--- src/acs_pkg.sv ---
// Constants, types and register map of the conversion sequencer
package acs_pkg;
    localparam int unsigned RES_W = 10;
    localparam int unsigned NUM_CH = 4;
    localparam int unsigned CH_W = 2;
    localparam int unsigned EVT_W = 2;

    // Register byte offsets
    localparam logic [7:0] OFS_CTRL = 8'h00;
    localparam logic [7:0] OFS_STATUS = 8'h04;
    localparam logic [7:0] OFS_MASK = 8'h08;
    localparam logic [7:0] OFS_STATE = 8'h0C;
    localparam logic [7:0] OFS_DATA0 = 8'h10;
    localparam logic [7:0] OFS_DATA1 = 8'h14;
    localparam logic [7:0] OFS_DATA2 = 8'h18;
    localparam logic [7:0] OFS_DATA3 = 8'h1C;

    // Field positions in status and mask, control word width and start bit position
    localparam int unsigned EVT_END = 0;
    localparam int unsigned EVT_CHAN = 1;
    localparam int unsigned CTRL_W = 5;
    localparam int unsigned CTRL_START_POS = 0;

    // Comparator settle cycles per trial bit, covers the 3-flop sync
    localparam logic [7:0] SAR_BIT_CYCLES = 8'h08;
    localparam logic [2:0] HSIZE_WORD = 3'b010;

    typedef enum logic {ST_IDLE, ST_CONV} acs_state_e;

    typedef struct packed {
        logic trig_en;
        logic [CH_W-1:0] chan;
        logic scan;
        logic start;
    } acs_ctrl_s;

    localparam acs_ctrl_s CTRL_RST = '0;
    localparam logic [EVT_W-1:0] EVT_RST = '0;

    // Drive toward the analogue core
    typedef struct packed {
        logic sample;
        logic [CH_W-1:0] chan;
        logic [RES_W-1:0] code;
    } acs_ana_s;
endpackage : acs_pkg

--- src/acs_sync3.sv ---
// Three-flop input synchroniser with agreement filter
`timescale 1ns/1ps
module acs_sync3 #(
    parameter int unsigned W = 1
) (
    // Clock and reset
    input wire logic clk_i,
    input wire logic reset_i,
    // Data
    input wire logic [W-1:0] async_i,
    output logic [W-1:0] sync_o
);
    typedef struct packed {
        logic [W-1:0] ff1;
        logic [W-1:0] ff2;
        logic [W-1:0] ff3;
        logic [W-1:0] val;
    } acs_sync_s;

    acs_sync_s s_q;
    acs_sync_s s_d;

    always_comb begin
        s_d = s_q;
        s_d.ff1 = async_i;
        s_d.ff2 = s_q.ff1;
        s_d.ff3 = s_q.ff2;
        // A bit changes only once the second and third flops agree
        s_d.val = (~(s_q.ff2 ^ s_q.ff3) & s_q.ff3) | ((s_q.ff2 ^ s_q.ff3) & s_q.val);
    end

    always_ff @(posedge clk_i or posedge reset_i) begin
        if (reset_i) begin
            s_q <= '0;
        end else begin
            s_q <= s_d;
        end
    end

    assign sync_o = s_q.val;
endmodule : acs_sync3

--- src/acs_sar.sv ---
// Successive-approximation register, one result per start
`timescale 1ns/1ps
module acs_sar (
    // Clock and reset
    input wire logic clk_i,
    input wire logic reset_i,
    // Control
    input wire logic start_i,
    input wire logic abort_i,
    input wire logic cmp_i,
    // Results
    output logic busy_o,
    output logic done_o,
    output logic [acs_pkg::RES_W-1:0] code_o,
    output logic [acs_pkg::RES_W-1:0] result_o
);
    localparam logic [acs_pkg::RES_W-1:0] ONE = 10'h001;

    typedef struct packed {
        logic busy;
        logic done;
        logic [3:0] bitidx;
        logic [7:0] cnt;
        logic [acs_pkg::RES_W-1:0] code;
        logic [acs_pkg::RES_W-1:0] result;
    } acs_sar_s;

    acs_sar_s s_q;
    acs_sar_s s_d;
    logic [acs_pkg::RES_W-1:0] trial;

    always_comb begin
        s_d = s_q;
        trial = s_q.code;
        s_d.done = 1'b0;
        if (abort_i) begin
            s_d.busy = 1'b0;
        end else if (start_i && !s_q.busy) begin
            s_d.busy = 1'b1;
            s_d.bitidx = 4'(acs_pkg::RES_W - 1);
            s_d.code = ONE << (acs_pkg::RES_W - 1);
            s_d.cnt = acs_pkg::SAR_BIT_CYCLES - 8'h01;
        end else if (s_q.busy) begin
            if (s_q.cnt != 8'h00) begin
                s_d.cnt = s_q.cnt - 8'h01;
            end else begin
                // Comparator low means input below the trial code
                if (!cmp_i) begin
                    trial[s_q.bitidx] = 1'b0;
                end
                if (s_q.bitidx == 4'h0) begin
                    s_d.busy = 1'b0;
                    s_d.done = 1'b1;
                    s_d.code = trial;
                    s_d.result = trial;
                end else begin
                    s_d.bitidx = s_q.bitidx - 4'h1;
                    s_d.code = trial | (ONE << (s_q.bitidx - 4'h1));
                    s_d.cnt = acs_pkg::SAR_BIT_CYCLES - 8'h01;
                end
            end
        end
    end

    always_ff @(posedge clk_i or posedge reset_i) begin
        if (reset_i) begin
            s_q <= '0;
        end else begin
            s_q <= s_d;
        end
    end

    assign busy_o = s_q.busy;
    assign done_o = s_q.done;
    assign code_o = s_q.code;
    assign result_o = s_q.result;
endmodule : acs_sar

--- src/acs_seq.sv ---
// Conversion sequencer top: AHB-Lite registers, mode control, results
`timescale 1ns/1ps
module acs_seq (
    // Clock and reset
    input wire logic clk_i,
    input wire logic reset_i,
    // AHB-Lite slave
    input wire logic hsel_i,
    input wire logic [31:0] haddr_i,
    input wire logic [1:0] htrans_i,
    input wire logic hwrite_i,
    input wire logic [2:0] hsize_i,
    input wire logic [31:0] hwdata_i,
    input wire logic hready_i,
    output logic [31:0] hrdata_o,
    output logic hreadyout_o,
    output logic hresp_o,
    // External trigger and comparator, both asynchronous
    input wire logic ext_trigger_i,
    input wire logic comparator_i,
    // Analogue core drive
    output acs_pkg::acs_ana_s ana_o,
    // Interrupt
    output logic conversion_end_interrupt_o
);
    typedef struct packed {
        acs_pkg::acs_state_e st;
        acs_pkg::acs_ctrl_s ctrl;
        logic [acs_pkg::CH_W-1:0] ch;
        logic [acs_pkg::EVT_W-1:0] status;
        logic [acs_pkg::EVT_W-1:0] mask;
        logic [acs_pkg::NUM_CH-1:0][acs_pkg::RES_W-1:0] data;
        logic ap_valid;
        logic ap_write;
        logic [7:0] ap_addr;
        logic rd_wait;
        logic [31:0] rdata;
        logic trig_prev;
        logic go;
    } acs_seq_s;

    acs_seq_s s_q;
    acs_seq_s s_d;

    logic trig_sync;
    logic cmp_sync;
    logic sar_busy;
    logic sar_done;
    logic sar_abort;
    logic [acs_pkg::RES_W-1:0] sar_code;
    logic [acs_pkg::RES_W-1:0] sar_result;
    logic [acs_pkg::EVT_W-1:0] evt;
    logic wr_en;
    logic wr_start;
    logic [acs_pkg::CH_W-1:0] last_ch;

    acs_sync3 #(
        .W(1)
    ) u_trig_sync (
        .clk_i(clk_i),
        .reset_i(reset_i),
        .async_i(ext_trigger_i),
        .sync_o(trig_sync)
    );

    acs_sync3 #(
        .W(1)
    ) u_cmp_sync (
        .clk_i(clk_i),
        .reset_i(reset_i),
        .async_i(comparator_i),
        .sync_o(cmp_sync)
    );

    acs_sar u_sar (
        .clk_i(clk_i),
        .reset_i(reset_i),
        .start_i(s_q.go),
        .abort_i(sar_abort),
        .cmp_i(cmp_sync),
        .busy_o(sar_busy),
        .done_o(sar_done),
        .code_o(sar_code),
        .result_o(sar_result)
    );

    // Clearing start mid-conversion abandons the trial in flight
    assign sar_abort = (s_q.st == acs_pkg::ST_CONV) && !s_q.ctrl.start;

    // In scan mode the channel field names the last channel of the group
    assign last_ch = s_q.ctrl.chan;

    always_comb begin
        s_d = s_q;
        s_d.go = 1'b0;
        evt = '0;
        wr_en = s_q.ap_valid && s_q.ap_write;
        wr_start = 1'b0;

        // Write data phase; mode, channel and start land together
        if (wr_en) begin
            unique case (s_q.ap_addr)
                acs_pkg::OFS_CTRL: begin
                    s_d.ctrl = acs_pkg::acs_ctrl_s'(hwdata_i[acs_pkg::CTRL_W-1:0]);
                    wr_start = hwdata_i[acs_pkg::CTRL_START_POS];
                end
                acs_pkg::OFS_STATUS: begin
                    s_d.status = s_q.status & ~hwdata_i[acs_pkg::EVT_W-1:0];
                end
                acs_pkg::OFS_MASK: begin
                    s_d.mask = hwdata_i[acs_pkg::EVT_W-1:0];
                end
                default: begin
                end
            endcase
        end

        // Sequencer works from last cycle's settings
        unique case (s_q.st)
            acs_pkg::ST_IDLE: begin
                if (s_q.ctrl.start) begin
                    s_d.st = acs_pkg::ST_CONV;
                    s_d.ch = s_q.ctrl.scan ? '0 : s_q.ctrl.chan;
                    s_d.go = 1'b1;
                end
            end
            acs_pkg::ST_CONV: begin
                if (!s_q.ctrl.start) begin
                    s_d.st = acs_pkg::ST_IDLE;
                end else if (sar_done) begin
                    s_d.data[s_q.ch] = sar_result;
                    evt[acs_pkg::EVT_CHAN] = 1'b1;
                    if (!s_q.ctrl.scan) begin
                        evt[acs_pkg::EVT_END] = 1'b1;
                        s_d.st = acs_pkg::ST_IDLE;
                        // A start written in this very cycle is kept
                        if (!wr_start) begin
                            s_d.ctrl.start = 1'b0;
                        end
                    end else if (s_q.ch == last_ch) begin
                        evt[acs_pkg::EVT_END] = 1'b1;
                        s_d.ch = '0;
                        s_d.go = 1'b1;
                    end else begin
                        s_d.ch = s_q.ch + 2'b01;
                        s_d.go = 1'b1;
                    end
                end
            end
        endcase

        // Trigger edge after the hardware clear so the new start wins
        s_d.trig_prev = trig_sync;
        if (s_q.ctrl.trig_en && trig_sync && !s_q.trig_prev) begin
            s_d.ctrl.start = 1'b1;
        end

        // Hardware set wins over a same-cycle write-one clear
        s_d.status = s_d.status | evt;

        // Address phase: writes take no wait, reads take one
        s_d.ap_valid = hsel_i && htrans_i[1] && hready_i;
        s_d.ap_write = hwrite_i && (hsize_i == acs_pkg::HSIZE_WORD);
        s_d.ap_addr = haddr_i[7:0];
        s_d.rd_wait = s_d.ap_valid && !hwrite_i;
        if (!s_d.ap_valid) begin
            s_d.ap_write = 1'b0;
        end

        // Read data captured in the wait cycle, after any earlier write
        if (s_q.rd_wait) begin
            unique case (s_q.ap_addr)
                acs_pkg::OFS_CTRL: begin
                    s_d.rdata = {27'h000_0000, s_q.ctrl};
                end
                acs_pkg::OFS_STATUS: begin
                    s_d.rdata = {30'h0000_0000, s_q.status};
                end
                acs_pkg::OFS_MASK: begin
                    s_d.rdata = {30'h0000_0000, s_q.mask};
                end
                acs_pkg::OFS_STATE: begin
                    s_d.rdata = {28'h000_0000, sar_busy, s_q.st == acs_pkg::ST_CONV, s_q.ch};
                end
                acs_pkg::OFS_DATA0: begin
                    s_d.rdata = {22'h00_0000, s_q.data[0]};
                end
                acs_pkg::OFS_DATA1: begin
                    s_d.rdata = {22'h00_0000, s_q.data[1]};
                end
                acs_pkg::OFS_DATA2: begin
                    s_d.rdata = {22'h00_0000, s_q.data[2]};
                end
                acs_pkg::OFS_DATA3: begin
                    s_d.rdata = {22'h00_0000, s_q.data[3]};
                end
                default: begin
                    s_d.rdata = 32'h0000_0000;
                end
            endcase
        end
    end

    always_ff @(posedge clk_i or posedge reset_i) begin
        if (reset_i) begin
            s_q <= '0;
            s_q.ctrl <= acs_pkg::CTRL_RST;
            s_q.status <= acs_pkg::EVT_RST;
            s_q.mask <= acs_pkg::EVT_RST;
            s_q.st <= acs_pkg::ST_IDLE;
        end else begin
            s_q <= s_d;
        end
    end

    assign hrdata_o = s_q.rdata;
    assign hreadyout_o = !s_q.rd_wait;
    assign hresp_o = 1'b0;

    assign ana_o.sample = sar_busy;
    assign ana_o.chan = s_q.ch;
    assign ana_o.code = sar_code;

    // Each mask bit enables its own event, end or channel, onto the conversion-end interrupt
    assign conversion_end_interrupt_o = |(s_q.status & s_q.mask);
endmodule : acs_seq

--- config.mk ---
export PLATFORM = sky130hd
export DESIGN_NAME = acs_seq
export DESIGN_NICKNAME = d
export VERILOG_FILES = /design/src/acs_pkg.sv /design/src/acs_sync3.sv /design/src/acs_sar.sv /design/src/acs_seq.sv
export SDC_FILE = /design/constraint.sdc
export NUM_CORES = 1
export LEC_CHECK = 0
export BUFFER_PORTS_ARGS = -buffer_cell sky130_fd_sc_hd__buf_4
export CAP_MARGIN = 25
export CORE_MARGIN = 2
export CORE_UTILIZATION = 35
export DETAILED_ROUTE_END_ITERATION = 7
export GPL_TIMING_DRIVEN = 0
export PLACE_DENSITY = 0.57
export SLEW_MARGIN = 20
export SYNTH_ARGS = -nofsm -noshare
export SYNTH_HDL_FRONTEND = slang
export SYNTH_HIERARCHICAL = 1
export SYNTH_SLANG_ARGS = --single-unit
--- constraint.sdc ---
create_clock -name clk_i -period 1.9 [get_ports clk_i]
set_input_delay 0.095 -clock clk_i [delete_from_list [all_inputs] [get_ports clk_i]]
set_output_delay 0.095 -clock clk_i [all_outputs]
set_load 0.02 [all_outputs]
* Yosys cells after proc, flatten, opt, wreduce, memory -nomap -nowiden
Index checks and enable logic that the tools add are counted.
Cells by class: $add $sub $neg 3, $lt $le $gt $ge 4, equal/unequal tests 16, shift operators 1, muxes and demuxes 57, bitwise gates (word level) 21, reductions and logical operators 29
Operators by type and width (count):
- two-way mux 10 bit | 9
- one-hot mux 10 bit (8 select lines) | 1
- bitwise mux 40 bit | 1
- two-way mux 34 bit | 1
- two-way mux 33 bit | 1
- equality test 8 x 5 -> 1 bit (second input constant) | 4
- two-way mux 22 bit | 1
- two-way mux 1 bit | 21
- demux 10 bit (select 2 bit) | 1
- two-way mux 2 bit | 10
- two-way mux 20 bit | 1
- equality test 8 x 4 -> 1 bit (second input constant) | 2
- two-way mux 12 bit | 1
- logical AND 1 bit | 11
- bitwise AND 10 bit | 1
- NOT 10 bit | 1
- bitwise OR 10 bit | 1
- << shifter 1 x 4 -> 10 bit (first input constant) | 1
- AND reduction 3 bit | 3
- equality test 8 x 3 -> 1 bit (second input constant) | 1
- logical NOT 8 bit | 1
- two-way mux 8 bit | 1
- AND reduction 4 bit | 2
- nonzero test 8 bit | 1
- 31 further kinds | 53
Word-level totals: register bits 139, bits of input ports 76, output and inout bits 48, logic and storage cells 164

* Logic depth before layout (Yosys ltp)
Gate-level depths: netlist of run 1.
depth in word-level cells 17, depth in mapped cells 8, mapped depth without buffers 7

* By module
Netlist of run 1, hierarchy kept.
Modules (own cells, without submodules):
- acs_seq | times used 1, cells each 280, area an instance 3563.4 um^2, sequential area each 1876.8 um^2
- acs_sar | times used 1, cells each 214, area an instance 2054.5 um^2, sequential area each 850.8 um^2
- acs_sync3 | times used 2, cells each 6, area an instance 115.1 um^2, sequential area each 100.1 um^2

* Least setup slack after synthesis of run 1
Ideal clock, no wire load.
path kind register to register, from reg u_sar/s_q[20] (netlist bit), to reg u_sar/s_q[25] (netlist bit), library setup time 78 ps, arrival 1887 ps, required time 1822 ps, setup slack -65 ps, cell stages (with the launch flop) 8, buffers on the path 1, period minus slack after synthesis 1965 ps, cell sequence dfrtp_1 inv_1 ha_1 buf_6 and4bb_2 a31o_2 or4_1 a21oi_1
Between the ends: longest elaborated chain between the ends 4, elaborated cells between the ends (all ways) 7, classes of those cells 1 x add/sub; 1 x eq/ne; 3 x mux; 2 x reduce/logical
RTL lines:
- start: declaration | line acs_sar.sv:28 | acs_sar_s s_q;
- start signal: assignment | line acs_sar.sv:67 | s_q <= '0;
- start signal: assignment | line acs_sar.sv:69 | s_q <= s_d;
- subtractor 8 x 1 -> 8 bit or nonzero test 8 bit (tied branches) | line acs_sar.sv:45, acs_sar.sv:44
- two-way mux 8 bit | line acs_sar.sv:44 | if (s_q.cnt != 8'h00) begin
- two-way mux 34 bit | line acs_sar.sv:43 | end else if (s_q.busy) begin
- two-way mux 22 bit | line acs_sar.sv:38 | end else if (start_i && !s_q.busy) begin
Parallel ways exist; a longest one is shown, timed or not. The select of a mux whose other input is x is not followed. A chain may end at the register's enable or synchronous reset.

* Final worst setup path of run 1
from reg u_sar/s_q[21] (netlist bit), to reg u_sar.s_q (netlist bit u_sar/code_o[5])
Between the ends: longest elaborated chain between the ends 3
RTL lines (line):
- nonzero test 8 bit | acs_sar.sv:44
- != test 2 x 1 -> 1 bit (no source line)
- AND reduction 3 bit (no source line)
No other way between the ends.

==> results.sh, run 1 <==
export IMPL_fillers=1491
export IMPL_antenna_found_initial=0
export IMPL_status="complete, no violations"
export IMPL_grt_overflow_total=0
export IMPL_dp_hpwl_um=9010
export IMPL_hold_viol_final=0
export IMPL_slew_viol_final=0
export IMPL_grt_pass1_wl_um=21100
export IMPL_fin_util_pct=46.7
export IMPL_worstMarginPinSlew_ns=0.723
export IMPL_cp_start_kind="register"
export IMPL_fp_dieH_um=133
export IMPL_internal_power_mw=6.04
export IMPL_path_common_cell="buf_6"
export IMPL_worstSetupPathType="register to register"
export IMPL_cts_tree="done"
export IMPL_route_detailed_drc=0
export IMPL_p_sw_mw=2.57
export IMPL_leakage_nw=3.72
export IMPL_synth_seq_cells=117
export IMPL_total_power_mw=8.61
export IMPL_clockBufferDepth=2
export IMPL_crit_fanout=5
export IMPL_die_area_um2=17800
export IMPL_io_buffers=48
export IMPL_num_rows=47
export IMPL_p_seq_share_pct=36.1
export IMPL_stdcell_count=868
export IMPL_path_cells="inv_2 -> ha_4 -> buf_6 -> and4bb_4 -> nand2_4 -> buf_6 -> a221o_1 -> a22o_1"
export IMPL_nNetsFinal=724
export IMPL_grt_use_total_pct=15.2
export IMPL_grt_busiest_layer="met2"
export IMPL_grt_max_degree=36
export IMPL_max_freq_mhz=541
export IMPL_synthFlopType="dfrtp_1"
export IMPL_drive_above_1_share_pct=41.0
export IMPL_end_kind="register"
export IMPL_synth_cell_types=65
export IMPL_max_cap_viol_count=0
export IMPL_clock_latency_ns=0.41
export IMPL_power_frac_comb_pct=26.3
export IMPL_fin_hold_ws_ns=0.172
export IMPL_gr_usage_met3_pct=4.53
export IMPL_path_clk_slew_ns=0.05
export IMPL_met2_usage_pct=25.1
export IMPL_max_stage_delay_ns=0.42
export IMPL_worst_hold_path_type="input pin to asynchronous set/reset pin"
export IMPL_async_flop_share_pct=100
export IMPL_grt_pass1_vias=4203
export IMPL_cts_root_buf="clkbuf_16"
export IMPL_pwr_density_cell_nw_per_um2=1120
export IMPL_vias_per_cell=4.79
export IMPL_wl_per_cell_um=14.8
export IMPL_seq_area_frac_synth_pct=50.1
export IMPL_drt_iter0_markers=201
export IMPL_place_gp_congestion=0.862
export IMPL_syn_avg_cell_area_um2=11.6
export IMPL_vdd_drop_max_mv=0.640
export IMPL_worst_ep_required_time_ns=2.19
export IMPL_vias=4154
export IMPL_dp_cells=798
export IMPL_crit_slowest_cell="dfrtp_2"
export IMPL_cts_buffers=17
export IMPL_routed_wl_um=12900
export IMPL_syn_instance_count=506
export IMPL_clock_sinks=117
export IMPL_syn_area_um2=5850
export IMPL_period_share_pct=97.2
export IMPL_initial_core_util_pct=35.5
export IMPL_p_clk_share_pct=37.6
export IMPL_die_w_um=133
export IMPL_switching_share_pct=29.9
export IMPL_gr_usage_met1_pct=18.9
export IMPL_firstDrtPassIters=5
export IMPL_slew_headroom_pct=51.7
export IMPL_yosys_warnings=6
export IMPL_core_um2=16500
export IMPL_detail_route_antenna_nets=0
export IMPL_rsz0062_at_grt="yes"
export IMPL_htree_levels=4
export IMPL_critical_path_arrival_ns=2.14
export IMPL_synth_edf_count=0
export IMPL_min_period_ns=1.85
export IMPL_io_pins=124
export IMPL_clock_skew_ns=0.00793
export IMPL_ff2ff_setup_slack_ns=0.05
export IMPL_area_delta_synth_final_pct=31.4
export IMPL_n_antenna_cell=0
export IMPL_setup_violations_final=0
worst max-delay path: cells and delay by family (launching register included):
| kind | cells | cell delay (ns) |
|---|---|---|
| fa+ha+maj | 1 | 0.13 |
| flops | 1 | 0.42 |
| buf+inv | 3 | 0.31 |
| compound gates | 2 | 0.52 |
| simple gates | 2 | 0.36 |
registers in the layout, summed over array words and instances, names as in the netlist, named ones only:
| signal | count |
|---|---|
| ana_o | 2 |
| hrdata_o | 10 |
| last_ch | 2 |
| s_q | 61 |
| u_cmp_sync/s_d | 2 |
| u_cmp_sync/s_q | 1 |
| u_sar/busy_o | 1 |
| u_sar/code_o | 10 |
| u_sar/done_o | 1 |
| u_sar/result_o | 10 |
| u_sar/s_q | 12 |
| u_trig_sync/s_d | 2 |
| u_trig_sync/s_q | 1 |
Yosys cell counts (3+ instances only):
library cell | count | area, µm²
a21o_1 | 3 | 22.5
a21oi_1 | 13 | 65.1
a221o_1 | 5 | 50.1
a221o_2 | 3 | 33.8
a22o_1 | 13 | 114
a22oi_1 | 3 | 22.5
a31oi_1 | 4 | 25.0
buf_2 | 5 | 25.0
buf_4 | 57 | 428
clkbuf_1 | 10 | 37.5
dfrtp_1 | 117 | 2930
ha_1 | 12 | 150
inv_1 | 21 | 78.8
mux2_2 | 56 | 631
mux2i_1 | 4 | 40.0
mux4_2 | 6 | 135
nand2_1 | 44 | 165
nand2b_1 | 3 | 18.8
nand3_1 | 7 | 35.0
nand3b_1 | 3 | 22.5
nand4_1 | 7 | 43.8
nor2_1 | 13 | 48.8
nor2b_1 | 4 | 25.0
nor3_1 | 4 | 20.0
nor3b_1 | 4 | 30.0
o21ai_0 | 28 | 140
o2bb2ai_1 | 4 | 35.0
or3_1 | 3 | 18.8
cells by family (layout without fill, tap and decap cells):
group                    after synthesis  count (layout)  synth area share, %
adder cells (fa/ha/maj)               14              14                 2.95
flip-flops                           117             117                 50.1
other                                  1              23               0.0641
XOR/XNOR                               2               2                0.300
AO/OA/AOI/OAI                         94              94                 11.4
multiplexers                          66              66                 13.8
AND/OR/NAND/NOR                      114             114                 11.1
buffers and inverters                 98             218                 10.3
cell usage in the layout, fill, tap and decap left out, drive strengths merged, types with 4 or more instances in the layout:
cell type      n
a21oi         14
nand3          8
nor3b          4
clkbuf        32
nor3           4
mux2i          4
inv           21
nand4          7
clkinv         5
nand2         45
and3           4
dlygate4sd3   23
a22o          13
o2bb2ai        4
a221o          8
dfrtp        117
mux4           6
o21ai         28
a31oi          4
conb          23
buf          131
mux2          56
ha            12
nor2          13
nor2b          4
cell type report:
| class | count | area, µm² | area share (%) |
|---|---|---|---|
| repair buffers | 89 | 748 | 9.74 |
| flip-flops and latches | 117 | 2930 | 38.2 |
| clock inverters | 9 | 125 | 1.63 |
| clock buffers | 22 | 484 | 6.30 |
| well taps | 220 | 275 | 3.58 |
| plain buffers | 75 | 526 | 6.84 |
| multi-input cells | 313 | 2500 | 32.6 |
| inverters | 23 | 90.1 | 1.17 |
what timing repair did:
action	4_1_cts	5_1_grt
gates resized for setup	20	13
buffers inserted	11	4
hold endpoints to repair	139	0
pin swaps	6	6
cloned	1	0
hold buffers	23	0
setup endpoints to repair	34	75
final timing paths:
kind                               startpoint                 end  depth (start not counted)
min in group clk_i               comparator_i   u_cmp_sync/s_d[2]                          2
min                                   reset_i   u_cmp_sync/s_d[2]                          3
max reg2reg                     u_sar/s_q[21]     u_sar/code_o[5]                          8
max in group asynchronous             reset_i       u_sar/s_q[28]                          3
min reg2reg                u_trig_sync/s_d[2]  u_trig_sync/s_d[1]                          0
max                             u_sar/s_q[21]     u_sar/code_o[5]                          8
per-layer routing:
metal	wire length (µm)	part of all wire, %
met2	6210	48
met4	194	1.5
met1	5860	46
met3	595	4.6
met5	0	0
power groups by stage:
stage | clock (mW) | sequential [mW] | combinational (mW)
finish | 3.24 | 3.10 | 2.27
global route | 3.44 | 3.14 | 2.45
detailed placement | 0 | 3.15 | 1.87
global placement | 0 | 3.14 | 1.84
floorplan | 0 | 3.03 | 1.41
CTS | 3.32 | 3.09 | 2.15
stage by stage:
stage | instance area (µm²) | worst slack [ns] | setup TNS [ns]
2_1_floorplan | 5950 | 0.0229 | 0
3_3_place_gp | 6580 | -0.364 | -5.32
3_5_place_dp | 6620 | -0.361 | -5.47
4_1_cts | 7610 | 0.000504 | 0
5_1_grt | 7680 | -0.0547 | -1.58
6_report | 7680 | 0.0531 | 0
Note: power is estimated with default switching activity, not from simulation.
==> inputs of run 2 (changes only) <==
- ABC_AREA: not set -> 1
- CELL_PAD_IN_SITES_DETAIL_PLACEMENT: not set -> 1
- CELL_PAD_IN_SITES_GLOBAL_PLACEMENT: not set -> 2
- CORE_UTILIZATION: 35 -> 29
- PLACE_DENSITY: 0.57 -> 0.76
==> results.sh, run 2 <==
export IMPL_synthAdderAreaFrac_pct=2.49
export IMPL_synthMuxAreaShare_pct=0.746
export IMPL_path_common_cell="dlygate4sd3_1"
export IMPL_slew_viol_final=0
export IMPL_fin_util_pct=38.6
export IMPL_drt_iter0_markers=188
export IMPL_slew_headroom_pct=58.9
export IMPL_cts_root_buf="clkbuf_16"
export IMPL_n_antenna_cell=0
export IMPL_finalSetupTns_ns=0
export IMPL_grt_max_degree=30
export IMPL_grt_overflow_total=0
export IMPL_core_um2=20300
export IMPL_netlist_area_leader_share_pct=48.5
export IMPL_layout_common_cells="nand2_1, dfrtp_1, buf_4"
export IMPL_dp_hpwl_um=11400
export IMPL_io_buffers=48
export IMPL_max_cap_viol_count=0
export IMPL_end_kind="register"
export IMPL_synth_xor_area_share_pct=0.726
export IMPL_clock_skew_ns=0.00837
export IMPL_critical_path_arrival_ns=2.19
export IMPL_cts_buffers=17
export IMPL_synth_edf_count=0
export IMPL_total_power_mw=9.12
export IMPL_initial_core_util_pct=29.7
export IMPL_die_area_um2=22000
export IMPL_synth_top_family_by_area="simple AND/OR/NAND/NOR gates"
export IMPL_timing_rr_start="u_sar/s_q[29]"
export IMPL_firstDrtPassIters=4
export IMPL_cp_num_buf_inv=5
export IMPL_fp_dieH_um=148
export IMPL_vias_per_cell=4.39
export IMPL_clock_latency_ns=0.43
export IMPL_clock_sinks=117
export IMPL_dpl_cell_area_um2=6880
export IMPL_max_stage_delay_ns=0.56
export IMPL_yosys_top_cells_count="nand2_1, dfrtp_1, nand3_1"
export IMPL_startpoint="htrans_i[1]"
export IMPL_worstSetupPathType="input pin to register"
export IMPL_htree_levels=4
export IMPL_worst_hold_path_type="input pin to asynchronous set/reset pin"
export IMPL_grt_pass1_wl_um=26200
export IMPL_num_rows=52
export IMPL_synth_cell_types=34
export IMPL_yosys_warnings=6
export IMPL_yosysMostFrequentCell="nand2_1"
export IMPL_path_clk_slew_ns=0.06
export IMPL_max_freq_mhz=548
export IMPL_leakage_nw=4.00
export IMPL_top_regs="s_q (61), u_sar/s_q (12)"
export IMPL_cpLargestDelayFamily="buffers and inverters"
export IMPL_syn_avg_cell_area_um2=8.37
export IMPL_detail_route_antenna_nets=0
export IMPL_synth_compound_area_share_pct=8.87
export IMPL_place_gp_congestion=0.763
export IMPL_antenna_found_initial=0
export IMPL_crit_slowest_cell="dlygate4sd3_1"
export IMPL_path_cells="dlygate4sd3_1 -> buf_4 -> nand3_1 -> dlygate4sd3_1 -> inv_1 -> nand3_1 -> nor3_2 -> dlygate4sd3_1"
export IMPL_cp_start_kind="input pin"
export IMPL_synthFlopType="dfrtp_1"
export IMPL_clockBufferDepth=2
export IMPL_grt_pass1_vias=5085
export IMPL_postLayoutCellArea_um2=7830
export IMPL_route_detailed_drc=0
export IMPL_period_share_pct=96.0
export IMPL_pwr_density_cell_nw_per_um2=1170
export IMPL_hold_viol_final=0
export IMPL_wl_per_cell_um=14.2
export IMPL_worstMarginPinSlew_ns=0.616
export IMPL_synth_seq_cells=117
export IMPL_yosys_area_share_simple_pct=25.2
export IMPL_fillers=2451
export IMPL_vdd_drop_max_mv=0.620
export IMPL_area_delta_synth_final_pct=29.7
export IMPL_nNetsFinal=929
export IMPL_syn_instance_count=721
export IMPL_routed_wl_um=16000
export IMPL_setup_violations_final=0
export IMPL_syn_area_um2=6030
export IMPL_die_w_um=148
export IMPL_worst_ep_required_time_ns=2.27
export IMPL_cts_tree="done"
export IMPL_async_flop_share_pct=100
export IMPL_final_common_cell="nand2_1"
export IMPL_largest_register="s_q"
export IMPL_io_pins=124
export IMPL_crit_fanout=2
export IMPL_synth_area_leaders="dfrtp_1, nand2_1, buf_4"
export IMPL_seq_area_frac_synth_pct=48.5
export IMPL_status="complete, no violations"
export IMPL_grt_use_total_pct=15.4
export IMPL_drive_above_1_share_pct=24.0
export IMPL_min_period_ns=1.82
export IMPL_largest_reg_flops=61
export IMPL_vias=4934
export IMPL_yosysTopAreaCell="dfrtp_1"
[run 2: changes by cell type after synthesis, moves of 13 or more]
cell / before / now
nand2_1: 44 / 204
nand3_1: 7 / 71
mux2_2: 56 / 0
o21ai_0: 28 / 70
inv_1: 21 / 62
nor2_1: 13 / 35
a22o_1: 13 / 0
[run 2: worst register-to-register path: stages (launching register included)]
cell,delay [ns]
dfrtp_1,0.42
inv_2,0.15
ha_1,0.23
inv_1,0.09
nand2_1,0.07
nand2_1,0.07
inv_1,0.18
nand2_1,0.08
o21ai_0,0.25
nand2_1,0.09
nand2_1,0.06
[run 2: worst paths after layout]
check,endpoint,slack [ns],cells after the start
setup / recovery,s_q[43],0.08,8
hold / removal,u_cmp_sync/s_q[1],0.18,3
setup reg to reg,u_sar/code_o[3],0.14,10
hold reg to reg,u_trig_sync/s_d[1],0.35,0
max in group asynchronous,s_q[86],0.81,5
min in group clk_i,s_q[35],0.32,2
[run 2: final cells by class]
class	instances	area (µm²)	share of cell area, %
Buffer	76	544	6.95
Clock buffer	17	425	5.44
Clock inverter	15	216	2.77
Inverter	69	269	3.44
Multi-Input combinational cell	481	2420	30.9
Sequential cell	117	2930	37.4
Tap cell	270	338	4.32
Timing Repair Buffer	79	686	8.76
[run 2: logic make-up after synthesis]
family,Yosys count
AO/OA/AOI/OAI,97
XOR/XNOR,5
adder cells (fa/ha/maj),12
buffers and inverters,145
flip-flops,117
multiplexers,3
other,1
AND/OR/NAND/NOR,341
[run 2: stage by stage]
| step | cells | setup WS, ns | hold WS, ns |
|---|---|---|---|
| floorplan | 743 | 0.281 | -0.139 |
| detailed placement | 1064 | -0.121 | 0.0606 |
| finish | 1124 | 0.0762 | 0.175 |
| global route | 1124 | -0.0237 | 0.191 |
| CTS | 1120 | 0.00146 | 0.179 |
| global placement | 1061 | -0.0853 | 0.0543 |
[run 2: timing repair]
item | in CTS | in global routing
endpoints found under the setup margin | 23 | 27
resized for setup | 2 | 9
endpoints found under the hold margin | 88 | 0
hold buffers | 22 | 0
buffers inserted | 2 | 4
pin swaps | 1 | 1
[run 2: power breakdown]
part | internal (mW) | total (mW) | switching [mW]
Clock | 2.23 | 3.51 | 1.28
Combinational | 1.01 | 2.54 | 1.53
Sequential | 2.78 | 3.07 | 0.290
[run 2: routing by layer]
metal	share of wire, %	up-vias	track usage (%)	wire length (µm)
met5	0	-	0	0
met4	1.7	0	5.24	267
met3	2.3	17	3.22	372
met2	50	51	26.7	8070
met1	46	2398	19.0	7290
li1	-	2468	-	-
